File: src/inc/ssr_pkg.sv
package ssr_pkg;
  // byte addresses of the register words
  localparam logic [7:0] ADDR_RX_STATUS = 8'h00;
  localparam logic [7:0] ADDR_TX_STATUS = 8'h04;
  localparam logic [7:0] ADDR_BAUD = 8'h08;
  localparam logic [7:0] ADDR_RX_DATA = 8'h0c;
  localparam logic [7:0] ADDR_IRQ_STATUS = 8'h10;
  localparam logic [7:0] ADDR_IRQ_MASK = 8'h14;
  localparam logic [7:0] ADDR_INT_CTRL = 8'h18;
  // receive_status_control fields
  localparam int RS_PORT_EN = 7;
  localparam int RS_NINE_BIT = 6;
  localparam int RS_SINGLE_RX = 5;
  localparam int RS_CONT_RX = 4;
  localparam int RS_ADDEN = 3;
  localparam int RS_FERR = 2;
  localparam int RS_OVERRUN = 1;
  localparam int RS_NINTH_BIT = 0;
  // transmit_status_control fields
  localparam int TS_CLK_SRC = 7;
  localparam int TS_SYNC = 4;
  // baud_control fields
  localparam int BD_RCIDL = 6;
  localparam int BD_SCKP = 4;
  // interrupt_control fields
  localparam int IC_GLOBAL_EN = 7;
  localparam int IC_PERIPH_EN = 6;
  localparam int IC_RX_IE = 5;
  // sticky event bits
  localparam int EV_RX_DONE = 0;
  localparam int EV_OVERRUN = 1;
  localparam int EV_BITS = 2;
  // writable masks and reset values
  localparam logic [7:0] RS_WMASK = 8'hf8;
  localparam logic [7:0] TS_WMASK = 8'hf0;
  localparam logic [7:0] BD_WMASK = 8'h1b;
  localparam logic [7:0] IC_WMASK = 8'he0;
  localparam logic [7:0] RS_RESET = 8'h00;
  localparam logic [7:0] TS_RESET = 8'h00;
  localparam logic [7:0] BD_RESET = 8'h00;
  localparam logic [7:0] IC_RESET = 8'h00;
  localparam logic [1:0] EV_RESET = 2'h0;
  // character layout
  localparam int CHAR_W = 9;
  localparam logic [3:0] LAST_BIT_8 = 4'h7;
  localparam logic [3:0] LAST_BIT_9 = 4'h8;
  localparam int FIFO_DEPTH = 2;
  localparam int SYNC_W = 2;

  typedef enum logic [1:0] {
    RX_OFF = 2'b00,
    RX_SHIFT = 2'b01,
    RX_HALT = 2'b10
  } ssr_rx_state_type;
endpackage

File: src/inc/ssr_fifo_if.sv
`timescale 1ns/1ps
interface ssr_fifo_if;
  logic push;
  logic [ssr_pkg::CHAR_W-1:0] push_data;
  logic pop;
  logic flush;
  logic [ssr_pkg::CHAR_W-1:0] head;
  logic full;
  logic empty;
  modport producer (output push, output push_data, output pop, output flush,
                    input head, input full, input empty);
  modport store (input push, input push_data, input pop, input flush,
                 output head, output full, output empty);
endinterface

File: src/design/ssr_fifo.sv
`timescale 1ns/1ps
module ssr_fifo (
  // clock and reset
  input wire logic mclk,
  input wire logic reset,
  // character store port
  ssr_fifo_if.store fifo
);
  logic [ssr_pkg::CHAR_W-1:0] mem [0:ssr_pkg::FIFO_DEPTH-1];
  logic wr_ptr_reg;
  logic rd_ptr_reg;
  logic [1:0] count_reg;
  wire do_push = fifo.push && !fifo.full;
  wire do_pop = fifo.pop && !fifo.empty;

  assign fifo.head = mem[rd_ptr_reg];
  assign fifo.full = (count_reg == 2'h2);
  assign fifo.empty = (count_reg == 2'h0);

  // cleared so the ninth-bit status reads a defined level before the first character
  always_ff @(posedge mclk) begin
    if (reset) begin
      for (int i = 0; i < ssr_pkg::FIFO_DEPTH; i++) begin
        mem[i] <= '0;
      end
    end else if (do_push) begin
      mem[wr_ptr_reg] <= fifo.push_data;
    end
  end

  always_ff @(posedge mclk) begin
    if (reset || fifo.flush) begin
      wr_ptr_reg <= 1'b0;
      rd_ptr_reg <= 1'b0;
      count_reg <= 2'h0;
    end else begin
      if (do_push) begin
        wr_ptr_reg <= !wr_ptr_reg;
      end
      if (do_pop) begin
        rd_ptr_reg <= !rd_ptr_reg;
      end
      count_reg <= count_reg + {1'b0, do_push} - {1'b0, do_pop};
    end
  end
endmodule // ssr_fifo

File: src/design/ssr_sync.sv
`timescale 1ns/1ps
module ssr_sync #(
  parameter int WIDTH = 1
) (
  // clock and reset
  input wire logic mclk,
  input wire logic reset,
  // levels from outside the domain
  input wire logic [WIDTH-1:0] async_in,
  output logic [WIDTH-1:0] sync_out
);
  logic [WIDTH-1:0] stage1_reg;

  always_ff @(posedge mclk) begin
    if (reset) begin
      stage1_reg <= '0;
      sync_out <= '0;
    end else begin
      stage1_reg <= async_in;
      sync_out <= stage1_reg;
    end
  end
endmodule // ssr_sync

File: src/design/ssr_top.sv
// Our own choices: the APB slave port and the placing of the registers.
`timescale 1ns/1ps
module ssr_top (
  // clock and reset
  input wire logic mclk,
  input wire logic reset,
  // apb slave
  input wire logic psel,
  input wire logic penable,
  input wire logic pwrite,
  input wire logic [7:0] paddr,
  input wire logic [31:0] pwdata,
  output logic [31:0] prdata,
  output logic pready,
  output logic pslverr,
  // serial pins, clock from the master
  input wire logic serial_clock_pin,
  input wire logic serial_data_pin,
  // core interface
  input wire logic core_sleep,
  output logic irq,
  output logic wake_req,
  output logic vector_req
);
  logic [7:0] rx_status_reg;
  logic [7:0] tx_status_reg;
  logic [7:0] baud_reg;
  logic [7:0] int_ctrl_reg;
  logic [ssr_pkg::EV_BITS-1:0] ev_status_reg;
  logic [ssr_pkg::EV_BITS-1:0] ev_status_next;
  logic [ssr_pkg::EV_BITS-1:0] ev_mask_reg;
  logic overrun_error_flag_reg;
  logic [ssr_pkg::CHAR_W-1:0] receive_shift_register_reg;
  logic [3:0] bit_cnt_reg;
  logic sck_prev_reg;
  ssr_pkg::ssr_rx_state_type state_reg;
  ssr_pkg::ssr_rx_state_type state_next;
  logic [1:0] pins_sync;

  ssr_fifo_if fifo_bus ();

  // pins cross into mclk before anything looks at them
  ssr_sync #(
    .WIDTH(ssr_pkg::SYNC_W)
  ) u_pin_sync (
    .mclk(mclk),
    .reset(reset),
    .async_in({serial_clock_pin, serial_data_pin}),
    .sync_out(pins_sync)
  );

  ssr_fifo u_fifo (
    .mclk(mclk),
    .reset(reset),
    .fifo(fifo_bus.store)
  );

  // configuration decode
  wire sck_s = pins_sync[1];
  wire sdat_s = pins_sync[0];
  wire serial_port_enable = rx_status_reg[ssr_pkg::RS_PORT_EN];
  wire nine_bit_receive_enable = rx_status_reg[ssr_pkg::RS_NINE_BIT];
  wire continuous_receive_enable = rx_status_reg[ssr_pkg::RS_CONT_RX];
  wire sync_mode = tx_status_reg[ssr_pkg::TS_SYNC];
  wire clock_source_select = tx_status_reg[ssr_pkg::TS_CLK_SRC];
  wire clock_polarity = baud_reg[ssr_pkg::BD_SCKP];
  wire global_interrupt_enable = int_ctrl_reg[ssr_pkg::IC_GLOBAL_EN];
  wire peripheral_interrupt_enable = int_ctrl_reg[ssr_pkg::IC_PERIPH_EN];
  wire receive_interrupt_enable = int_ctrl_reg[ssr_pkg::IC_RX_IE];
  // slave mode needs the clock taken from outside
  wire slave_mode = sync_mode && !clock_source_select;
  // single_receive_enable is never consulted here; slave reception is enabled by the port enable and slave mode alone
  wire rx_enable = serial_port_enable && slave_mode;

  // apb decode
  wire setup_hit = psel && penable && !pready;
  wire access_done = psel && penable && pready;
  wire wr_done = access_done && pwrite;
  wire sel_rx_status = (paddr == ssr_pkg::ADDR_RX_STATUS);
  wire sel_tx_status = (paddr == ssr_pkg::ADDR_TX_STATUS);
  wire sel_baud = (paddr == ssr_pkg::ADDR_BAUD);
  wire sel_rx_data = (paddr == ssr_pkg::ADDR_RX_DATA);
  wire sel_ev_status = (paddr == ssr_pkg::ADDR_IRQ_STATUS);
  wire sel_ev_mask = (paddr == ssr_pkg::ADDR_IRQ_MASK);
  wire sel_int_ctrl = (paddr == ssr_pkg::ADDR_INT_CTRL);
  wire addr_mapped = sel_rx_status || sel_tx_status || sel_baud || sel_rx_data
    || sel_ev_status || sel_ev_mask || sel_int_ctrl;
  wire [7:0] wbyte = pwdata[7:0];
  // the pop happens at the data phase capture so prdata and the pop agree
  wire rx_data_pop = setup_hit && !pwrite && sel_rx_data;

  // overrun release by dropping continuous receive or port enable
  wire rs_write = wr_done && sel_rx_status;
  wire overrun_error_flag_release = rs_write && (!wbyte[ssr_pkg::RS_CONT_RX] || !wbyte[ssr_pkg::RS_PORT_EN]);

  // receive shifter
  wire sck_edge = clock_polarity ? (sck_s && !sck_prev_reg) : (!sck_s && sck_prev_reg);
  wire [3:0] last_bit = nine_bit_receive_enable ? ssr_pkg::LAST_BIT_9 : ssr_pkg::LAST_BIT_8;
  wire [ssr_pkg::CHAR_W-1:0] shift_next = {sdat_s, receive_shift_register_reg[ssr_pkg::CHAR_W-1:1]};
  wire char_done = (state_reg == ssr_pkg::RX_SHIFT) && sck_edge && (bit_cnt_reg == last_bit);
  // lsb first: an 8-bit character sits in the top eight bits of the shifter
  wire [ssr_pkg::CHAR_W-1:0] char_word = nine_bit_receive_enable ? shift_next
    : {1'b0, shift_next[ssr_pkg::CHAR_W-1:1]};
  wire char_store = char_done && !fifo_bus.full;
  wire char_overrun = char_done && fifo_bus.full;
  wire receive_complete_flag = !fifo_bus.empty;

  assign fifo_bus.push = char_store;
  assign fifo_bus.push_data = char_word;
  assign fifo_bus.pop = rx_data_pop;
  assign fifo_bus.flush = !serial_port_enable;

  // register read data
  wire [7:0] rx_status_rd = {rx_status_reg[7:3], 1'b0, overrun_error_flag_reg,
    fifo_bus.head[ssr_pkg::CHAR_W-1]};
  wire [7:0] baud_rd = {1'b0, !rx_enable, 1'b0, baud_reg[4:0]};
  wire [7:0] rd_byte = sel_rx_status ? rx_status_rd
    : sel_tx_status ? tx_status_reg
    : sel_baud ? baud_rd
    : sel_rx_data ? fifo_bus.head[7:0]
    : sel_ev_status ? {6'h00, ev_status_reg}
    : sel_ev_mask ? {6'h00, ev_mask_reg}
    : sel_int_ctrl ? int_ctrl_reg
    : 8'h00;

  // sticky events, set beats a same-cycle write-one clear
  wire [ssr_pkg::EV_BITS-1:0] ev_set = {char_overrun, char_store};
  wire [ssr_pkg::EV_BITS-1:0] ev_clr = (wr_done && sel_ev_status) ? wbyte[1:0] : 2'h0;
  assign ev_status_next = (ev_status_reg & ~ev_clr) | ev_set;

  always_comb begin
    state_next = state_reg;
    unique case (state_reg)
      ssr_pkg::RX_OFF: begin
        if (rx_enable) begin
          state_next = ssr_pkg::RX_SHIFT;
        end
      end
      ssr_pkg::RX_SHIFT: begin
        if (!rx_enable) begin
          state_next = ssr_pkg::RX_OFF;
        end else if (char_overrun) begin
          state_next = ssr_pkg::RX_HALT;
        end
      end
      ssr_pkg::RX_HALT: begin
        if (!rx_enable) begin
          state_next = ssr_pkg::RX_OFF;
        end else if (overrun_error_flag_release) begin
          state_next = ssr_pkg::RX_SHIFT;
        end
      end
      default: begin
        state_next = ssr_pkg::RX_OFF;
      end
    endcase
  end

  always_ff @(posedge mclk) begin
    if (reset) begin
      state_reg <= ssr_pkg::RX_OFF;
    end else begin
      state_reg <= state_next;
    end
  end

  // bit counter and shifter; a new frame restarts at bit zero
  always_ff @(posedge mclk) begin
    if (reset || state_reg != ssr_pkg::RX_SHIFT) begin
      bit_cnt_reg <= 4'h0;
      receive_shift_register_reg <= '0;
    end else if (sck_edge) begin
      receive_shift_register_reg <= shift_next;
      bit_cnt_reg <= char_done ? 4'h0 : bit_cnt_reg + 4'h1;
    end
  end

  always_ff @(posedge mclk) begin
    if (reset) begin
      sck_prev_reg <= 1'b0;
    end else begin
      sck_prev_reg <= sck_s;
    end
  end

  always_ff @(posedge mclk) begin
    if (reset || !serial_port_enable) begin
      overrun_error_flag_reg <= 1'b0;
    end else if (char_overrun) begin
      overrun_error_flag_reg <= 1'b1;
    end else if (overrun_error_flag_release) begin
      overrun_error_flag_reg <= 1'b0;
    end
  end

  // control registers; port enable low keeps them and the event bits, and clears only the fifo, overrun flag and receive state
  always_ff @(posedge mclk) begin
    if (reset) begin
      rx_status_reg <= ssr_pkg::RS_RESET;
      tx_status_reg <= ssr_pkg::TS_RESET;
      baud_reg <= ssr_pkg::BD_RESET;
      int_ctrl_reg <= ssr_pkg::IC_RESET;
      ev_mask_reg <= ssr_pkg::EV_RESET;
    end else if (wr_done) begin
      if (sel_rx_status) begin
        rx_status_reg <= wbyte & ssr_pkg::RS_WMASK;
      end
      if (sel_tx_status) begin
        tx_status_reg <= wbyte & ssr_pkg::TS_WMASK;
      end
      if (sel_baud) begin
        baud_reg <= wbyte & ssr_pkg::BD_WMASK;
      end
      if (sel_int_ctrl) begin
        int_ctrl_reg <= wbyte & ssr_pkg::IC_WMASK;
      end
      if (sel_ev_mask) begin
        ev_mask_reg <= wbyte[1:0];
      end
    end
  end

  always_ff @(posedge mclk) begin
    if (reset) begin
      ev_status_reg <= ssr_pkg::EV_RESET;
    end else begin
      ev_status_reg <= ev_status_next;
    end
  end

  // apb answer: one wait state, data captured in the first access cycle
  always_ff @(posedge mclk) begin
    if (reset) begin
      pready <= 1'b0;
      prdata <= 32'h0000_0000;
      pslverr <= 1'b0;
    end else begin
      pready <= setup_hit;
      if (setup_hit) begin
        prdata <= {24'h00_0000, pwrite ? 8'h00 : rd_byte};
        pslverr <= !addr_mapped;
      end else begin
        pslverr <= 1'b0;
      end
    end
  end

  // core-facing requests
  always_ff @(posedge mclk) begin
    if (reset) begin
      irq <= 1'b0;
      wake_req <= 1'b0;
      vector_req <= 1'b0;
    end else begin
      irq <= |(ev_status_next & ev_mask_reg);
      wake_req <= core_sleep && receive_interrupt_enable && receive_complete_flag;
      vector_req <= global_interrupt_enable && peripheral_interrupt_enable
        && receive_interrupt_enable && receive_complete_flag;
    end
  end
endmodule // ssr_top

File: config.mk
export PLATFORM = sky130hd
export DESIGN_NAME = ssr_top
export DESIGN_NICKNAME = d
export VERILOG_FILES = /design/src/inc/ssr_pkg.sv /design/src/inc/ssr_fifo_if.sv /design/src/design/ssr_fifo.sv /design/src/design/ssr_sync.sv /design/src/design/ssr_top.sv
export SDC_FILE = /design/constraint.sdc
export NUM_CORES = 1
export LEC_CHECK = 0
export ABC_AREA = 1
export BUFFER_PORTS_ARGS = -buffer_cell sky130_fd_sc_hd__buf_4
export CAP_MARGIN = 20
export CORE_ASPECT_RATIO = 0.5
export CORE_MARGIN = 2
export CORE_UTILIZATION = 40
export CTS_CLUSTER_SIZE = 28
export DETAILED_ROUTE_END_ITERATION = 7
export PLACE_DENSITY_LB_ADDON = 0.15
export SYNTH_ARGS = -nofsm -noshare
export SYNTH_HDL_FRONTEND = slang
export SYNTH_SLANG_ARGS = --single-unit
File: constraint.sdc
create_clock -name mclk -period 5.6 [get_ports mclk]
set_clock_uncertainty 0.2 [all_clocks]
set_input_delay 0.56 -clock mclk [delete_from_list [all_inputs] [get_ports mclk]]
set_output_delay 0.56 -clock mclk [all_outputs]
set_load 0.05 [all_outputs]
# Word level (Yosys, flattened, before mapping)
# Memory sizes are Yosys's and may differ from the RTL's. A register that Yosys moved wholly into a read port is not among the register bits.
# Index checks and enable logic that the tools add are counted.
word_totals:
  register_bits: 58
  latchBits: 0
  ram_bits: 18
  romBits: 0
  input_bits: 48
  elab_cells: 136
  n_memories: 1
mem_list:
  columns: ["memory", "depth", "width", "rd", "rd_clocked_by_memory_dff", "write_ports", "line_no", "text"]
  rows:
  - ["u_fifo.mem", 2, 9, 1, 1, 2, "ssr_fifo.sv:9", "logic [ssr_pkg::CHAR_W-1:0] mem [0:ssr_pkg::FIFO_DEPTH-1];"]
classes:
  addsub: 3
  multipliers: 0
  div: 0
  magnitude_cmp: 0
  n_eq_ne: 14
  shifts: 0
  mux: 31
  n_bitwise: 5
  reduce_logical: 60
ops:
  columns: ["operator", "n"]
  rows:
  - ["8-bit two-way mux", 8]
  - ["8-bit by 5-bit equality test with 1-bit output (second input constant)", 3]
  - ["1-bit logical AND", 24]
  - ["9-bit two-way mux", 2]
  - ["8-bit by 4-bit equality test with 1-bit output (second input constant)", 2]
  - ["1-bit zero test", 14]
  - ["1-bit two-way mux", 12]
  - ["2-bit two-way mux", 6]
  - ["2-bit AND reduction", 5]
  - ["1-bit logical OR", 9]
  - ["9-bit OR reduction", 1]
  - ["8-bit by 3-bit equality test with 1-bit output (second input constant)", 1]
  - ["8-bit zero test", 1]
  - ["4-bit two-way mux", 2]
  - ["3-bit != test (second input constant)", 2]
  - ["2-bit case mux with 3 select lines", 1]
  - ["4-bit by 1-bit adder with 4-bit output (second input constant)", 1]
  - ["2-bit bitwise AND", 2]
  - ["2-bit equality test (second input constant)", 2]
  - ["4-bit equality test", 1]
  - ["2-bit zero test", 2]
  - ["2-bit OR reduction", 2]
  - ["3-bit AND reduction", 1]
  - ["2-bit by 1-bit adder with 2-bit output", 1]
  - ["other kinds (8)", 8]

# Logic depth before layout (Yosys ltp)
# Gate-level depths: netlist of the first run.
logic_depth:
  word_depth: 12
  ltp_mapped: 13
  mapped_depth_nobuf: 13

# Cells and area by module
# Synthesis of the first run repeated with hierarchy kept, for this count alone.
unflattened:
  cells_unflattened: 483
  hier_area_um2: 3786.1
modules_own_cells:
  columns: ["module", "instances", "cells_each", "area_each_um2", "seq_area_each_um2"]
  rows:
  - ["ssr_top", 1, 371, 2605.0, 980.9]
  - ["ssr_fifo", 1, 100, 1071.0, 640.6]
  - ["ssr_sync", 1, 12, 110.1, 80.1]

# Worst setup path after synthesis of the first run
# No wires, ideal clock.
synth_path:
  path_type: "reg2reg"
  from: "register pready"
  to: "register u_fifo.count_reg[1]"
  setup_ns: 0.070
  t_arrival_ns: 2.154
  t_required_ns: 5.330
  slack_ns: 3.176
  stages_incl_launch_ff: 12
  n_path_buf: 0
  path_cell_list: "dfxtp_1 nor2_1 inv_2 nor2_1 nand3b_1 clkinv_1 ha_1 inv_1 ha_1 xnor2_1 or2_2 a21oi_1"
synth_via:
  elab_chain_len: 6
synth_lines:
  columns: ["element", "line_no", "text"]
  rows:
  - ["start, declared", "ssr_top.sv:14", "output logic pready,"]
  - ["start signal, assigned", "ssr_top.sv:238", "pready <= setup_hit;"]
  - ["1-bit zero test", "ssr_top.sv:76", "wire setup_hit = psel && penable && !pready;"]
  - ["1-bit logical AND", "ssr_top.sv:76", null]
  - ["1-bit logical AND (2 in a row)", "ssr_top.sv:90", "wire rx_data_pop = setup_hit && !pwrite && sel_rx_data;"]
  - ["1-bit logical AND", "ssr_fifo.sv:14", "wire do_pop = fifo.pop && !fifo.empty;"]
  - ["via u_fifo.do_pop", "ssr_fifo.sv:14", null]
  - ["2-bit by 1-bit subtractor with 2-bit output", "ssr_fifo.sv:43", "count_reg <= count_reg + {1'b0, do_push} - {1'b0, do_pop};"]
  - ["end signal, assigned", "ssr_fifo.sv:43", null]
  - ["end, declared", "ssr_fifo.sv:12", "logic [1:0] count_reg;"]
# The timed path passes the listed nets, and every way through them passes these cells.
# A chain may end at the register's enable or synchronous reset.

# Worst setup path after layout of the first run
layout_path:
  from: "input psel"
  to: "register u_fifo.count_reg[1]"
layout_via:
  elab_chain_len: 6
layout_lines:
  columns: ["element", "line_no", "text"]
  rows:
  - ["start, declared", "ssr_top.sv:8", "input wire logic psel,"]
  - ["1-bit logical AND (2 in a row)", "ssr_top.sv:76", null]
  - ["1-bit logical AND (2 in a row)", "ssr_top.sv:90", null]
  - ["1-bit logical AND", "ssr_fifo.sv:14", null]
  - ["via u_fifo.do_pop", "ssr_fifo.sv:14", null]
  - ["2-bit by 1-bit subtractor with 2-bit output", "ssr_fifo.sv:43", null]
# The timed path passes the listed nets, and every way through them passes these cells.

==> run summary, run 1 <==
Status: finished, final reports clean
N_diodes: 0
Fmax achieved: 414 MHz
Distinct cell type count after synthesis: 40
Fill cell count: 863
CP startpoint: psel
Met1 wire length: 4010 um
Detailed placement HPWL: 5850 um
Vias in the first global route: 2656
Overall routing resource usage: 16.9%
CTS tree: done
Post-synthesis cell area: 3690 um2
Final Hold Fails: 0
Fin crit period: 2420 ps
# H-tree levels: 3
DRT Pass-1 Iters: 4
Synth area leaders: dfxtp_1 31%, edfxtp_1 15%, nand2_1 10%
Crit-path max cell delay: 430 ps
DRC Markers: 0
Setup CP Type: in -> reg
Final Max Tran Viols: 0
Area grow syn2layout: 14.8%
Number of gates resized after CTS: 0
Syn avg cell area: 7.72 um2
Max layer used: met4
Post-synth top area share: 31.5%
Startpoint types: primary input
Inserted Clock Buffers: 9
Mapped Cells: 478
WL met2: 3280 um
# IOs: 85
Worst slew margin: 46.4%
Max FFs per register: 18
CP delay by family, top: simple AND/OR/NAND/NOR gates
Drt wl/cell: 12.3 um
Final net count: 567
Reported max-cap violation count: 0
RD Place Congestion: 0.848
CP bufs+invs: 4
RSZ-0062 raised after global routing: false
Area leader, netlist: dfxtp_1
Period utilization: 43.1%
Die span in y: 71.9 um
Crit path cell chain: buf_4, nand2_1, nor2_1, inv_2, nor2_1, nand3b_1, clkinv_1, ha_1, inv_1, ha_1, xnor2_1, or2_2, a21oi_1
Clk root buf: clkbuf_16
Core Area: 8830 um2
Setup crit end kind: flop
Routed vias/inst: 4.61
Pwr dens: 276 nW/um2
Postcts setup bufs: 0
Drt total wl: 7870 um
Hold-fix buffers, CTS: 0
Met3 routed WL: 497 um
Worst hold path class: reg -> reg
# rows: 24
Yosys warning total: 0
Port Buf Inserts: 35
Initial core utilization: 41.8%
Share of flip-flops with an asynchronous set or reset: 0%
CP arrival: 2480 ps
Setup TNS: 0 ps
Core Util, Final: 48.0%
Clk slew on worst S/H paths: 60 ps
Die area: 10100 um2
Routed vias: 2939
Post-synth EDFFs: 18
1st-iter DRT viols: 179
Slowest cell on crit path: nor2_1
Lkg Pwr: 1.77 nW
Prevailing post-synth register cell: dfxtp_1
First-pass GRT wire length: 13200 um
Max VDD drop: 124 uV
Largest net degree at the start of global routing: 25
Share of layout cells above drive strength 1: 17.1%
CTS sink count: 76
Chip width: 140 um
Worst skew pair latency: 330 ps
Hold path startpoint: u_pin_sync.stage1_reg[1]
Final worst slack: 3180 ps
Initial antenna violation count: 0
Grt total ovfl: 0
CTS Buffer Depth: 2
Worst Tran Pin Value: 804 ps
Synthesized flop and latch total: 76
Register area share after synthesis: 46.1%
Worst-path maximum fanout: 10
Hold_ws: 199 ps
Pre-CTS WS: 2830 ps
WP data required: 5660 ps
Final setup viols: 0
Worst R2R Start: pready
Post-DRT Antenna Nets: 0
==> cells in the mapped netlist (2+ instances only) <==
cell type / count
nand2_1: 99
nor2_1: 64
dfxtp_1: 58
inv_1: 49
a21oi_1: 37
o21ai_0: 36
buf_4: 24
edfxtp_1: 18
nand3_1: 18
nor2_2: 12
inv_2: 7
clkbuf_1: 6
mux2i_1: 4
nor2_4: 4
ha_1: 3
nand2_4: 3
nor4_1: 3
a21oi_2: 2
nand2_2: 2
nand4_1: 2
nor2_8: 2
nor3_1: 2
nor3b_1: 2
o211ai_1: 2
o21ai_2: 2
or2_0: 2
or2_2: 2
==> cells by family (layout without fill, tap and decap cells) <==
kind of cell	after synthesis	count (layout)	synth area share [%]
mux	4	4	1.08
flops	76	76	46.1
fa+ha+maj	3	3	1.02
other cells	1	24	0.102
compound gates	82	82	11.8
buf+inv	92	112	12.1
simple gates	219	219	27.5
xor+xnor	1	1	0.237
==> final timing paths <==
kind | to | slack [ps] | depth (start not counted)
worst max-delay path | u_fifo.count_reg[1] | 3180 | 13
worst min-delay path | u_pin_sync.sync_out[1] | 200 | 2
worst min register to register | u_pin_sync.sync_out[1] | 200 | 2
worst max register to register | u_fifo.count_reg[1] | 3200 | 11
==> metal layers <==
layer / vias to the layer above / GRT usage (%)
met2: 78 / 25.9
met1: 1299 / 23.3
met4: 0 / 5.11
met5: - / 0
li1: 1555 / -
met3: 7 / 5.15
==> area by class of cell <==
cell class	count	area (um2)	area share, %
flip-flops and latches	76	1700	40.1
repair buffers	37	278	6.55
well taps	117	146	3.45
clock inverters	6	31.3	0.738
multi-input cells	333	1630	38.4
inverters	59	225	5.31
clock buffers	10	229	5.40
==> worst min-delay path, delay by kind of cell, from the launching register on <==
| family | cells | cell delay (ps) |
|---|---|---|
| buffers and inverters | 1 | 40 |
| AND/OR/NAND/NOR | 1 | 30 |
| flip-flops | 1 | 290 |
==> where the power goes <==
group	switching, mW	internal [mW]	leakage (nW)	total (mW)
combinational	0.0675	0.0185	0.995	0.0860
sequential	0.00262	0.568	0.645	0.571
clock	0.218	0.295	0.131	0.513
==> stage by stage <==
stage | area, um2 | power [mW] | cells
floorplan | 3780 | 0.657 | 501
CTS | 4240 | 1.18 | 638
global route | 4240 | 1.21 | 638
global placement | 3980 | 0.669 | 622
finish | 4240 | 1.17 | 638
detailed placement | 3980 | 0.669 | 622
==> cells in the final DEF, fill, tap and decap left out, types with 18 or more instances in the layout <==
master | synthesis | final
inv_1 | 49 | 49
a21oi_1 | 37 | 37
dfxtp_1 | 58 | 58
edfxtp_1 | 18 | 18
buf_4 | 24 | 37
conb_1 | 1 | 24
nand2_1 | 99 | 99
nor2_1 | 64 | 64
o21ai_0 | 36 | 36
nand3_1 | 18 | 18
Power figures use the tool's default switching activity.
==> inputs of run 2 (changes only) <==
Clock period 5.6 ns to 2 ns, I/O delays scaled along.
==> run summary, run 2 (synthesis gave the netlist of run 1 again) <==
Routed vias/inst: 4.66 (+1.2%)
Startpoint types: flop
Setup TNS: 0 ps (unchanged)
Comb pwr share: 8.3% (+1.0 points)
DRT Pass-1 Iters: 5 (+1)
Core Area: 8830 um2 (unchanged)
Core Util, Final: 53.3% (+5.2 points)
Final Instance Area: 4700 um2 (+11%)
Final Max Tran Viols: 0 (unchanged)
Port Buf Inserts: 35 (unchanged)
Initial core utilization: 41.8% (unchanged)
Max FFs per register: 18 (unchanged)
Reported max-cap violation count: 0 (unchanged)
Commonest non-fill, non-tap cell in the layout: nand2_1
Sequential cell area: 1710 um2 (+0.59%)
Vias in the first global route: 2962 (+12%)
Clk root buf: clkbuf_16
Fill cell count: 855 (-0.93%)
Hold_ws: 117 ps (-82.5 ps)
Worst-path maximum fanout: 9 (-1)
Die span in y: 71.9 um (unchanged)
RD Place Congestion: 0.810 (-4.5%)
Detailed placement HPWL: 6260 um (+7.0%)
Slowest cell on crit path: dfxtp_1
Largest net degree at the start of global routing: 20 (-20%)
CP bufs+invs: 2 (-2)
Int Power: 2.64 mW (+200%)
# IOs: 85 (unchanged)
Lkg Pwr: 2.00 nW (+13%)
Area grow syn2layout: 27.4%
RSZ-0062 raised after global routing: false
Clk slew on worst S/H paths: 60 ps (about the same)
CTS tree: done
Setup crit end kind: flop
CTS Buffer Depth: 2 (unchanged)
Final setup viols: 0 (unchanged)
Seq pwr share: 46.1% (-2.7 points)
Die area: 10100 um2 (unchanged)
Crit-path max cell delay: 370 ps (-60 ps)
Pwr dens: 737 nW/um2 (+170%)
CP arrival: 1770 ps (-710 ps)
Max VDD drop: 416 uV (+230%)
Final worst slack: 82.0 ps (-3100 ps)
Period utilization: 95.9%
Most used routing layer: met2
N_diodes: 0 (unchanged)
Grt met1 use: 23.7% (+0.33 points)
WP data required: 1850 ps (-3810 ps)
Routed vias: 3162 (+7.6%)
Setup CP Type: reg -> reg
Worst skew pair latency: 330 ps (about the same)
Drt total wl: 8440 um (+7.2%)
Fin crit period: 1920 ps
Status: finished, final reports clean
Grt met2 use: 28.5% (+2.6 points)
CP delay by family, top: simple AND/OR/NAND/NOR gates
Overall routing resource usage: 18.1% (+1.2 points)
Crit path cell chain: nand3_2, o21ai_2, nand2_4, nor2_8, nand2_4, buf_4, o21ai_2, buf_12
First-pass GRT wire length: 14000 um (+5.7%)
Share of layout cells above drive strength 1: 24.4% (+7.3 points)
Multi-input gate area: 1700 um2 (+4.2%)
Worst hold path class: in -> reg
Drt wl/cell: 12.4 um (+0.86%)
Inserted Clock Buffers: 9 (unchanged)
Final Hold Fails: 0 (unchanged)
Met3 Use GR: 6.73% (+1.6 points)
Pre-CTS WS: -8.72 ps (-2840 ps)
Initial antenna violation count: 0 (unchanged)
Cell Area, Placed: 4220 um2 (+6.0%)
Fmax achieved: 521 MHz
Chip width: 140 um (unchanged)
Grt total ovfl: 0 (unchanged)
Clock network fraction of design power: 45.7% (+1.8 points)
CTS sink count: 76 (unchanged)
# rows: 24 (unchanged)
# H-tree levels: 3 (unchanged)
Commonest cells after routing, fill and taps aside: 99 x nand2_1, 63 x buf_4, 61 x nor2_1
Sw Share: 23.9% (-0.74 points)
Switching Power: 828 uW (+190%)
Final net count: 607 (+7.1%)
1st-iter DRT viols: 208 (+16%)
DRC Markers: 0 (unchanged)
Post-DRT Antenna Nets: 0 (unchanged)
run 2: layout make-up:
cell class,instances,share of cell area (%)
clock buffers,9,4.79
clock inverters,7,1.44
inverters,59,4.92
multi-input cells,333,36.1
flip-flops and latches,76,36.4
well taps,117,3.11
repair buffers,77,13.3
run 2: repair_timing:
action / CTS / global route
endpoints found under the hold margin: 24 / 0
buffers inserted: 0 / 2
resized for setup: 0 / 14
hold buffers: 13 / 0
endpoints found under the setup margin: 0 / 1
run 2: through the flow:
stage          std cells  power (mW)
2_1_floorplan        501        1.84
3_3_place_gp         647        1.90
3_5_place_dp         647        1.90
4_1_cts              676        3.52
5_1_grt              678        3.61
6_report             678        3.47
run 2: final timing paths:
path	startpoint	to	slack [ps]	depth (start not counted)
worst max register to register	bit_cnt_reg[2]	u_fifo.mem[1][6]	80	8
worst max-delay path	bit_cnt_reg[2]	u_fifo.mem[1][6]	80	8
worst min-delay path	pwrite	prdata[1]	120	5
worst min register to register	u_pin_sync.stage1_reg[0]	u_pin_sync.sync_out[0]	200	2
run 2: worst register-to-register path, delay by kind of cell (launching register included):
family	cells	cell delay, ps
compound gates	2	330
buf+inv	2	290
flops	1	370
simple gates	4	430
run 2: layer usage:
layer / part of all wire [%] / vias up / wire length [um]
met4: 0.82 / 0 / 69
met2: 43 / 105 / 3650
met3: 6.7 / 6 / 569
met5: 0 / - / 0
met1: 49 / 1405 / 4150
li1: - / 1646 / -
run 2: power by group through the flow:
stage          Sequential [mW]  Combinational (mW)  Clock, mW
2_1_floorplan             1.64               0.207          0
3_3_place_gp              1.63               0.265          0
3_5_place_dp              1.63               0.265          0
4_1_cts                   1.60               0.286       1.63
5_1_grt                   1.60               0.308       1.70
6_report                  1.60               0.286       1.58
